**src/verilog/chan_adapter_pkg.sv**
```systemverilog
`default_nettype none
package chan_adapter_pkg;

  // ==========================================================
  // Configuration register offsets
  localparam logic [15:0] OFF_ID_LOW = 16'h0100;
  localparam logic [15:0] OFF_ID_HIGH = 16'h0101;
  localparam logic [15:0] OFF_CONTROL = 16'h0102;
  localparam logic [15:0] OFF_PRIM_LOW = 16'h0103;
  localparam logic [15:0] OFF_PRIM_HIGH = 16'h0104;
  localparam logic [15:0] OFF_SEC_BITS = 16'h0105;

  // ==========================================================
  // Control register fields
  localparam int CTL_CARD_EN_BIT = 0;
  localparam int CTL_OUT_LSB = 1;
  localparam int CTL_SEC_DIS_BIT = 5;
  localparam int CTL_SADR14_BIT = 6;
  localparam int CTL_SADR15_BIT = 7;
  localparam logic [7:0] CONTROL_RESET = 8'h00;
  localparam logic [7:0] ADDR_REG_RESET = 8'h00;
  localparam logic [1:0] SEC_UNUSED_ONES = 2'h3;

  // ==========================================================
  // Wait timing
  localparam int CLK_PERIOD_NS = 20;
  localparam int WS1_MIN_NS = 210;
  localparam int WS1_MAX_NS = 290;
  localparam int WS2_MIN_NS = 420;
  localparam int WS2_MAX_NS = 500;
  localparam int SYNC_EXT_NS = 40;
  // Aim at the middle of each window
  localparam int WS1_CYCLES = ((WS1_MIN_NS + WS1_MAX_NS) / 2) / CLK_PERIOD_NS;
  localparam int WS2_CYCLES = ((WS2_MIN_NS + WS2_MAX_NS) / 2) / CLK_PERIOD_NS;
  localparam int SYNC_CYCLES = (SYNC_EXT_NS + CLK_PERIOD_NS - 1) / CLK_PERIOD_NS;
  localparam int WAIT_CNT_W = 6;

  typedef enum logic [1:0] {
    MODE_SYNC_EXT,
    MODE_WAIT1,
    MODE_WAIT2,
    MODE_ASYNC_EXT
  } wait_mode_e;

  typedef enum {
    RDY_IDLE,
    RDY_DECODED,
    RDY_COUNT,
    RDY_WAIT_SLOW,
    RDY_DONE
  } rdy_state_e;

  // Channel status carried together
  typedef struct packed {
    logic mem_io;
    logic s0;
    logic s1;
  } chan_status_s;

  typedef struct packed {
    logic io_read;
    logic io_write;
  } cycle_kind_s;

endpackage
`default_nettype wire

```
**src/verilog/channel_io_slave_adapter.sv**
```systemverilog
// Operation
// - Wait-select pins pick sync, wait 1, wait 2 or async extension.
// - Setup read of low ID register drives the low ID strobe high.
// - Setup read of high ID register activates the high ID strobe.
// - Outside setup, primary select goes low on a primary address match.
// - Secondary select low only on secondary match with control bit 5 zero.
// - Config registers reachable only with setup low, IO cycle, read or write.
// - Both ID registers read-only, returning the eight ID pins, bit 0 LSB.
// - Control bits: enable, four outputs, secondary disable, secondary bits 14-15.
// - Control register read/write, cleared to zero by reset.
// - Primary address bits 15-2 in 103/104; 103 bits 1,0 hold secondary 8,3.
// - Register 105 holds secondary 13,12,7-4; bits 7,6 read one.
// - Unstored secondary bits 11-9 and 2 borrow primary bits.
// - Control bit 5 zero enables secondary relocation, one disables it.
// - Compare bits 15-4 always, 3 and 2 unless masked, never 1-0.
// - Peripheral read/write strobes only on a match, gated by command.
// - Card select feedback on peripheral address, inactive in setup.
// - Setup cycles keep channel ready active, no waits.
// - Every matched normal IO access is extended by dropping ready.
// - Sync mode: ready low at decode, released shortly after command.
// - Wait 1: ready low 210-290 ns from command active.
// - Wait 2: ready low 420-500 ns from command active.
// - Async mode: ready low until a rising edge on slow ready.
// - Wait states timed by counting system clock cycles.
// - Buffer enable on any access to us; direction only for reads.
`timescale 1ns/100ps
`default_nettype none
module channel_io_slave_adapter
  import chan_adapter_pkg::*;
#(
  parameter int WS1_COUNT = WS1_CYCLES,
  parameter int WS2_COUNT = WS2_CYCLES,
  parameter int SYNC_COUNT = SYNC_CYCLES
) (
  input wire logic mclk,
  input wire logic rstn,
  input wire logic clk_en,
  input wire logic [15:0] host_addr,
  input wire chan_status_s host_status,
  input wire logic cmd_n,
  input wire logic adl_n,
  input wire logic card_setup_n,
  input wire logic [7:0] data_in,
  output logic [7:0] data_out,
  output logic data_oe,
  input wire logic [7:0] card_id_pins,
  input wire logic compare_bypass_bit2_n,
  input wire logic compare_bypass_bit3_n,
  input wire logic wait_select_hi,
  input wire logic wait_select_lo,
  input wire logic slow_ready_input,
  output logic id_low_strobe,
  output logic id_high_strobe,
  output logic [3:0] latched_addr,
  output logic card_enable_output,
  output logic [3:0] config_outputs,
  output logic periph_read_strobe_n,
  output logic periph_write_strobe_n,
  output logic card_select_feedback_n,
  output logic channel_ready_out,
  output logic buffer_enable_n,
  output logic buffer_direction_n
);

  // ==========================================================
  // Helpers
  function automatic cycle_kind_s decode_kind(input chan_status_s st);
    cycle_kind_s k;
    k.io_write = !st.mem_io && !st.s0 && st.s1;
    k.io_read = !st.mem_io && st.s0 && !st.s1;
    return k;
  endfunction

  function automatic logic reloc_match(input logic [15:0] a, input logic [15:2] r,
                                       input logic m3_n, input logic m2_n);
    logic hit;
    hit = (a[15:4] == r[15:4]);
    if (m3_n) begin
      hit = hit && (a[3] == r[3]);
    end
    if (m2_n) begin
      hit = hit && (a[2] == r[2]);
    end
    return hit;
  endfunction

  // ==========================================================
  // Configuration registers
  logic [7:0] control_reg, control_next;
  logic [7:0] prim_low_reg, prim_low_next;
  logic [7:0] prim_high_reg, prim_high_next;
  logic [5:0] sec_bits_reg, sec_bits_next;

  cycle_kind_s live_kind;
  logic setup_access;
  logic cmd_active;
  logic [15:2] primary_reloc_addr;
  logic [15:2] secondary_reloc_addr;
  logic secondary_reloc_disable;

  assign live_kind = decode_kind(host_status);
  assign cmd_active = !cmd_n;
  // Setup needs an IO read or write with setup low
  assign setup_access = !card_setup_n && (live_kind.io_read || live_kind.io_write);

  assign secondary_reloc_disable = control_reg[CTL_SEC_DIS_BIT];
  assign primary_reloc_addr = {prim_high_reg, prim_low_reg[7:2]};
  assign secondary_reloc_addr = {control_reg[CTL_SADR15_BIT], control_reg[CTL_SADR14_BIT],
                                 sec_bits_reg[5:4], primary_reloc_addr[11:9],
                                 prim_low_reg[1], sec_bits_reg[3:0], prim_low_reg[0],
                                 primary_reloc_addr[2]};

  always_comb begin
    control_next = control_reg;
    prim_low_next = prim_low_reg;
    prim_high_next = prim_high_reg;
    sec_bits_next = sec_bits_reg;
    // Write on the command edge would need edge logic; level write is idempotent
    if (clk_en && setup_access && live_kind.io_write && cmd_active) begin
      case (host_addr)
        OFF_CONTROL: control_next = data_in;
        OFF_PRIM_LOW: prim_low_next = data_in;
        OFF_PRIM_HIGH: prim_high_next = data_in;
        OFF_SEC_BITS: sec_bits_next = data_in[5:0];
        default: ;
      endcase
    end
  end

  always_ff @(posedge mclk or negedge rstn) begin
    if (!rstn) begin
      control_reg <= CONTROL_RESET;
      prim_low_reg <= ADDR_REG_RESET;
      prim_high_reg <= ADDR_REG_RESET;
      sec_bits_reg <= ADDR_REG_RESET[5:0];
    end else begin
      control_reg <= control_next;
      prim_low_reg <= prim_low_next;
      prim_high_reg <= prim_high_next;
      sec_bits_reg <= sec_bits_next;
    end
  end

  assign card_enable_output = control_reg[CTL_CARD_EN_BIT];
  assign config_outputs = control_reg[CTL_OUT_LSB +: 4];

  // ==========================================================
  // Read data path
  logic [7:0] rdata_reg, rdata_next;
  logic rd_oe_reg, rd_oe_next;

  always_comb begin
    rdata_next = rdata_reg;
    rd_oe_next = 1'b0;
    if (setup_access && live_kind.io_read && cmd_active) begin
      rd_oe_next = 1'b1;
      case (host_addr)
        OFF_ID_LOW, OFF_ID_HIGH: rdata_next = card_id_pins;
        OFF_CONTROL: rdata_next = control_reg;
        OFF_PRIM_LOW: rdata_next = prim_low_reg;
        OFF_PRIM_HIGH: rdata_next = prim_high_reg;
        OFF_SEC_BITS: rdata_next = {SEC_UNUSED_ONES, sec_bits_reg};
        default: rd_oe_next = 1'b0;
      endcase
    end
  end

  always_ff @(posedge mclk or negedge rstn) begin
    if (!rstn) begin
      rdata_reg <= 8'h00;
      rd_oe_reg <= 1'b0;
    end else if (clk_en) begin
      rdata_reg <= rdata_next;
      rd_oe_reg <= rd_oe_next;
    end
  end

  assign data_out = rdata_reg;
  assign data_oe = rd_oe_reg;

  // ==========================================================
  // Cycle capture and address decode
  logic prim_hit, sec_hit;
  chan_status_s stat_reg, stat_next;
  logic prim_lat_reg, prim_lat_next;
  logic sec_lat_reg, sec_lat_next;
  logic in_cycle_reg, in_cycle_next;
  logic [3:0] addr_lat_reg, addr_lat_next;
  cycle_kind_s lat_kind;
  logic setup_cycle;
  logic id_low_sel, id_high_sel;

  assign prim_hit = !host_status.mem_io && reloc_match(host_addr, primary_reloc_addr,
                    compare_bypass_bit3_n, compare_bypass_bit2_n);
  assign sec_hit = !host_status.mem_io && !secondary_reloc_disable &&
                   reloc_match(host_addr, secondary_reloc_addr,
                   compare_bypass_bit3_n, compare_bypass_bit2_n);
  always_comb begin
    stat_next = stat_reg;
    prim_lat_next = prim_lat_reg;
    sec_lat_next = sec_lat_reg;
    in_cycle_next = in_cycle_reg;
    addr_lat_next = addr_lat_reg;
    if (!adl_n) begin
      addr_lat_next = host_addr[3:0];
    end
    // Capture at status start, release once command has ended and status is idle
    if (!in_cycle_reg && (host_status.s0 != host_status.s1)) begin
      stat_next = host_status;
      prim_lat_next = prim_hit && card_setup_n;
      sec_lat_next = sec_hit && card_setup_n;
      in_cycle_next = 1'b1;
    end else if (in_cycle_reg && cmd_n && (host_status.s0 == host_status.s1)) begin
      in_cycle_next = 1'b0;
      prim_lat_next = 1'b0;
      sec_lat_next = 1'b0;
    end
  end

  always_ff @(posedge mclk or negedge rstn) begin
    if (!rstn) begin
      stat_reg <= '{mem_io: 1'b1, s0: 1'b1, s1: 1'b1};
      prim_lat_reg <= 1'b0;
      sec_lat_reg <= 1'b0;
      in_cycle_reg <= 1'b0;
      addr_lat_reg <= 4'h0;
    end else if (clk_en) begin
      stat_reg <= stat_next;
      prim_lat_reg <= prim_lat_next;
      sec_lat_reg <= sec_lat_next;
      in_cycle_reg <= in_cycle_next;
      addr_lat_reg <= addr_lat_next;
    end
  end

  assign latched_addr = addr_lat_reg;
  assign lat_kind = decode_kind(stat_reg);
  assign setup_cycle = !card_setup_n;
  assign id_low_sel = setup_access && live_kind.io_read && (host_addr == OFF_ID_LOW);
  assign id_high_sel = setup_access && live_kind.io_read && (host_addr == OFF_ID_HIGH);

  // Shared pins: ID strobes in setup, chip selects otherwise
  assign id_low_strobe = setup_cycle ? id_low_sel
                                     : !(prim_hit || prim_lat_reg);
  assign id_high_strobe = setup_cycle ? id_high_sel
                                      : !((sec_hit || sec_lat_reg)
                                          && !secondary_reloc_disable);

  assign periph_read_strobe_n = !(!setup_cycle && (prim_lat_reg || sec_lat_reg)
                                  && lat_kind.io_read && cmd_active);
  assign periph_write_strobe_n = !(!setup_cycle && (prim_lat_reg || sec_lat_reg)
                                   && lat_kind.io_write && cmd_active);
  // Live decode gives the early feedback the host expects
  assign card_select_feedback_n = !(!setup_cycle && (prim_hit || sec_hit)
                                    && (host_status.s0 != host_status.s1));

  // Gated by command so a latched match never holds the data bus after the cycle
  assign buffer_enable_n = !(cmd_active && ((setup_access && host_addr >= OFF_ID_LOW
                              && host_addr <= OFF_SEC_BITS) ||
                             (!setup_cycle && (prim_lat_reg || sec_lat_reg))));
  assign buffer_direction_n = !(!buffer_enable_n &&
                                (setup_cycle ? live_kind.io_read
                                             : lat_kind.io_read));

  // ==========================================================
  // Channel ready generator
  rdy_state_e rdy_state_reg, rdy_state_next;
  logic [WAIT_CNT_W-1:0] wait_cnt_reg, wait_cnt_next;
  logic slow_rdy_reg, slow_rdy_next;
  wait_mode_e mode;
  logic matched;

  assign mode = wait_mode_e'({wait_select_hi, wait_select_lo});
  assign matched = !setup_cycle && (prim_lat_reg || sec_lat_reg);

  always_comb begin
    rdy_state_next = rdy_state_reg;
    wait_cnt_next = wait_cnt_reg;
    slow_rdy_next = slow_ready_input;
    case (rdy_state_reg)
      RDY_IDLE: begin
        if (matched) begin
          rdy_state_next = RDY_DECODED;
        end
      end
      RDY_DECODED: begin
        if (cmd_active) begin
          case (mode)
            MODE_SYNC_EXT: wait_cnt_next = WAIT_CNT_W'(SYNC_COUNT);
            MODE_WAIT1: wait_cnt_next = WAIT_CNT_W'(WS1_COUNT);
            MODE_WAIT2: wait_cnt_next = WAIT_CNT_W'(WS2_COUNT);
            default: wait_cnt_next = '0;
          endcase
          rdy_state_next = (mode == MODE_ASYNC_EXT) ? RDY_WAIT_SLOW : RDY_COUNT;
        end else if (!matched) begin
          rdy_state_next = RDY_IDLE;
        end
      end
      RDY_COUNT: begin
        wait_cnt_next = wait_cnt_reg - WAIT_CNT_W'(1);
        if (wait_cnt_reg <= WAIT_CNT_W'(1)) begin
          rdy_state_next = RDY_DONE;
        end
      end
      RDY_WAIT_SLOW: begin
        // Slow peripheral bounds this wait
        if (slow_ready_input && !slow_rdy_reg) begin
          rdy_state_next = RDY_DONE;
        end else if (!matched) begin
          // Abandoned cycle must not leave ready stuck low
          rdy_state_next = RDY_IDLE;
        end
      end
      RDY_DONE: begin
        if (!matched) begin
          rdy_state_next = RDY_IDLE;
        end
      end
      default: rdy_state_next = RDY_IDLE;
    endcase
  end

  always_ff @(posedge mclk or negedge rstn) begin
    if (!rstn) begin
      rdy_state_reg <= RDY_IDLE;
      wait_cnt_reg <= '0;
      slow_rdy_reg <= 1'b0;
    end else if (clk_en) begin
      rdy_state_reg <= rdy_state_next;
      wait_cnt_reg <= wait_cnt_next;
      slow_rdy_reg <= slow_rdy_next;
    end
  end

  // Setup never stretches
  assign channel_ready_out = setup_cycle ||
                             !(rdy_state_reg == RDY_DECODED || rdy_state_reg == RDY_COUNT ||
                               rdy_state_reg == RDY_WAIT_SLOW);

endmodule // channel_io_slave_adapter
`default_nettype wire

```
**config.mk**
```make
export PLATFORM = sky130hd
export DESIGN_NAME = channel_io_slave_adapter
export DESIGN_NICKNAME = d
export VERILOG_FILES = /design/src/verilog/chan_adapter_pkg.sv /design/src/verilog/channel_io_slave_adapter.sv
export SDC_FILE = /design/constraint.sdc
export NUM_CORES = 1
export LEC_CHECK = 0
export ABC_AREA = 1
export BUFFER_PORTS_ARGS = -buffer_cell sky130_fd_sc_hd__clkbuf_2
export CORE_MARGIN = 2
export CORE_UTILIZATION = 40
export DETAILED_ROUTE_END_ITERATION = 8
export PLACE_DENSITY = 0.62
export SYNTH_ARGS = -nofsm -noshare
export SYNTH_HDL_FRONTEND = slang
export SYNTH_SLANG_ARGS = --single-unit
```
**constraint.sdc**
```tcl
create_clock -name mclk -period 1.7 [get_ports mclk]
set_input_delay 0.255 -clock mclk [delete_from_list [all_inputs] [get_ports mclk]]
set_output_delay 0.255 -clock mclk [all_outputs]
set_load 0.03 [all_outputs]
```
==> results_dict.tcl <==
set metrics [dict create \
    setup_viol 38 \
    synthCells 695 \
    worst_slew_pin_slew_ns 0.490 \
    fin_ws_ns -0.317 \
    cts_max_path_buffers 2 \
    route.detailed.drc 0 \
    insertion_delay_ns 0.35 \
    max_freq_ghz 0.496 \
    viasPerCell 4.88 \
    ant_nets 0 \
    dieWidth_um 118 \
    slew_violations 0 \
    synth_top_area_share_pct 41.2 \
    grt_setup_unrepaired "yes" \
    yosysUniqueCellTypes 34 \
    seq_area_frac_synth_pct 42.7 \
    grt_remaining_overflow 0 \
    clkTransAtPathRegs_ns 0.07 \
    end_kind "output pin" \
    synthesis.nets 748 \
    hold_viol 0 \
    synthTopCellsByArea "dfrtp_1 (41%), nand2_1 (16%), nand3_1 (7.2%), inv_1 (6.3%), nor2_1 (4.9%)" \
    power.total_uw 6090 \
    status "finished, violations left" \
    layout.nets 880 \
    htree_levels 3 \
    routed_wl_um 14200 \
    cts_sinks 88 \
    relSlewSlack_pct 67.3 \
    min_path_type "input pin to flop" \
    syn_to_final_growth_pct 36.0 \
    critPathLaunch "sec_bits_reg[2]" \
    row_count 41 \
    coreArea_um2 12600 \
    ir_worst_vdd_mv 0.485 \
    fin_crit_ns 2.02 \
    worstRegToRegCells 15 \
    post-route-period-util_pct 119 \
    largest_reg_flops 32 \
    root_buffer "clkbuf_16" \
    violations "setup timing" \
    worstPathArrival_ns 1.76 \
    grt_pass1_wl_um 22200 \
    antenna_found_initial 0 \
    final_cells 1004 \
    postSynth.asyncResetShare_pct 100 \
    postSynthAreaPerCell_um2 7.43 \
    drv_cap 0 \
    cts_made_buffers 9 \
    port-buffer-count 71 \
    drt_iter0_drc 422 \
    synth_top_cell_by_area "dfrtp_1" \
    die_y_um 118 \
    leakagePower_uw 0.00386 \
    cts_tree "yes" \
    required_ns 1.44 \
    rr_endpoint "prim_lat_reg" \
    synthFlopType "dfrtp_1" \
    worstPathMaxFanout 4 \
    avgRoutedWirePerCell_um 14.1 \
    crit_type "flop to output pin" \
    reg2reg_slack_ns -0.24 \
    worstSetupStartpointType "flop" \
    initial_core_util_pct 40.9 \
    syn-cell-area_um2 5160 \
    cp-endpoint "id_high_strobe" \
    dr.pass1.iters 5 \
    antenna_cells 0 \
    p_per_area_nw_per_um2 867 \
    yosys_warnings 0 \
    dieArea_um2 13800 \
    synth_edf_count 0 \
    track_usage_pct 20.0 \
    ys_ff_latch 88 \
    finalClockSkew_ns 0.00644 \
    globalplace.congestion 0.939 \
    drive_above_1_share_pct 38.2 \
    grt_max_degree 33 \
    io_pins 72 \
    placed_cells_incl_taps 961 \
    num_vias 4902 \
    place_ws_ns -0.116 \
    hpwl_um 9990 \
    setup_tns_ns -3.06 \
    r2r_start "prim_high_reg[0]" \
    grt_pass1_vias 4559 \
]
==> critical path, cell delays in order (launching register included) <==
cell     delay [ns]
dfrtp_1        0.42
nand2_1        0.09
nand2_1        0.06
nor3_2         0.11
nand2_1        0.09
nor2_2         0.15
nand2_1        0.08
nand2_1        0.06
nand2_1        0.04
nand2_1        0.09
nand2_2        0.08
buf_6          0.14
==> how the worst min path moves through the flow <==
stage                     start               to  slack (ns)  depth (start not counted)
6_report       slow_ready_input     slow_rdy_reg        0.15                          3
5_1_grt        slow_ready_input     slow_rdy_reg        0.18                          3
3_3_place_gp               rstn  sec_bits_reg[4]        0.24                          1
3_5_place_dp               rstn  sec_bits_reg[4]        0.25                          1
4_1_cts        slow_ready_input     slow_rdy_reg        0.15                          3
2_1_floorplan              rstn   control_reg[0]       -0.04                          0
==> timing repair <==
item	in CTS	in global routing
hold buffers	1	0
pin swaps	15	33
setup endpoints to repair	11	47
gates cloned	0	2
resized for setup	35	147
hold endpoints to repair	27	0
setup buffers	16	11
==> layout by cell type (no fill, tap or decap), types with 6 or more instances in the layout <==
master | synthesis | routed
nand2_1 | 218 | 174
dfrtp_1 | 85 | 84
nand3_1 | 74 | 67
clkbuf_2 | 0 | 61
buf_4 | 8 | 56
inv_1 | 87 | 54
nor2_1 | 68 | 51
inv_2 | 4 | 37
o21ai_0 | 37 | 35
nand2_4 | 2 | 32
nand2_2 | 7 | 21
nor2_2 | 5 | 15
nor2_4 | 5 | 12
nand3_2 | 5 | 11
clkbuf_16 | 0 | 11
buf_6 | 11 | 11
o21ai_1 | 9 | 10
o21ai_2 | 9 | 10
buf_12 | 0 | 9
xor2_1 | 7 | 7
nand4_1 | 7 | 7
ha_1 | 7 | 7
xnor2_1 | 7 | 6
==> cell usage after synthesis, types with 2 or more instances <==
master	instances
a21oi_1	4
buf_2	2
buf_4	8
buf_6	11
clkbuf_1	2
dfrtp_1	85
dfstp_2	3
ha_1	7
inv_1	87
inv_2	4
nand2_1	218
nand2_2	7
nand2_4	2
nand3_1	74
nand3_2	5
nand3b_1	2
nand4_1	7
nor2_1	68
nor2_2	5
nor2_4	5
nor3_1	8
o211ai_1	2
o21ai_0	37
o21ai_1	9
o21ai_2	9
or2_2	4
xnor2_1	7
xor2_1	7
==> final cells by class <==
type / instances / area (um^2)
Sequential cell: 88 / 2210
Timing Repair Buffer: 145 / 1140
Clock inverter: 6 / 51.3
Fill cell: 1195 / 5600
Tap cell: 172 / 215
Multi-Input combinational cell: 492 / 2820
Inverter: 91 / 342
Clock buffer: 10 / 239
==> power by group <==
part	internal (uW)	switching, uW	total, uW
Clock	1050	893	1940
Sequential	2240	130	2370
Combinational	737	1040	1780
==> per-stage QoR <==
stage | hold slack [ns] | util, % | instance area, um^2
2_1_floorplan | -0.0406 | - | 5170
3_3_place_gp | 0.243 | 47.5 | 5990
3_5_place_dp | 0.251 | 47.5 | 5990
4_1_cts | 0.146 | 51.7 | 6520
5_1_grt | 0.178 | 55.6 | 7020
6_report | 0.151 | 55.6 | 7020
==> cells by family (layout without fill, tap and decap cells) <==
kind of cell / after synthesis / count (layout) / synth area share (%)
adder cells (fa/ha/maj): 7 / 7 / 1.70
buffers and inverters: 115 / 252 / 10.8
AO/OA/AOI/OAI: 64 / 64 / 7.25
XOR/XNOR: 14 / 14 / 2.38
flip-flops: 88 / 88 / 42.7
AND/OR/NAND/NOR: 407 / 407 / 35.1
==> routing by layer <==
| layer | GRT usage (%) | up-vias | routed length (um) |
|---|---|---|---|
| met5 | 0 | - | 0 |
| met4 | 6.25 | 0 | 312 |
| met3 | 3.78 | 25 | 604 |
| met2 | 31.3 | 134 | 6680 |
| met1 | 28.0 | 2305 | 6600 |
| li1 | - | 2438 | - |
Power figures use the tool's default switching activity.
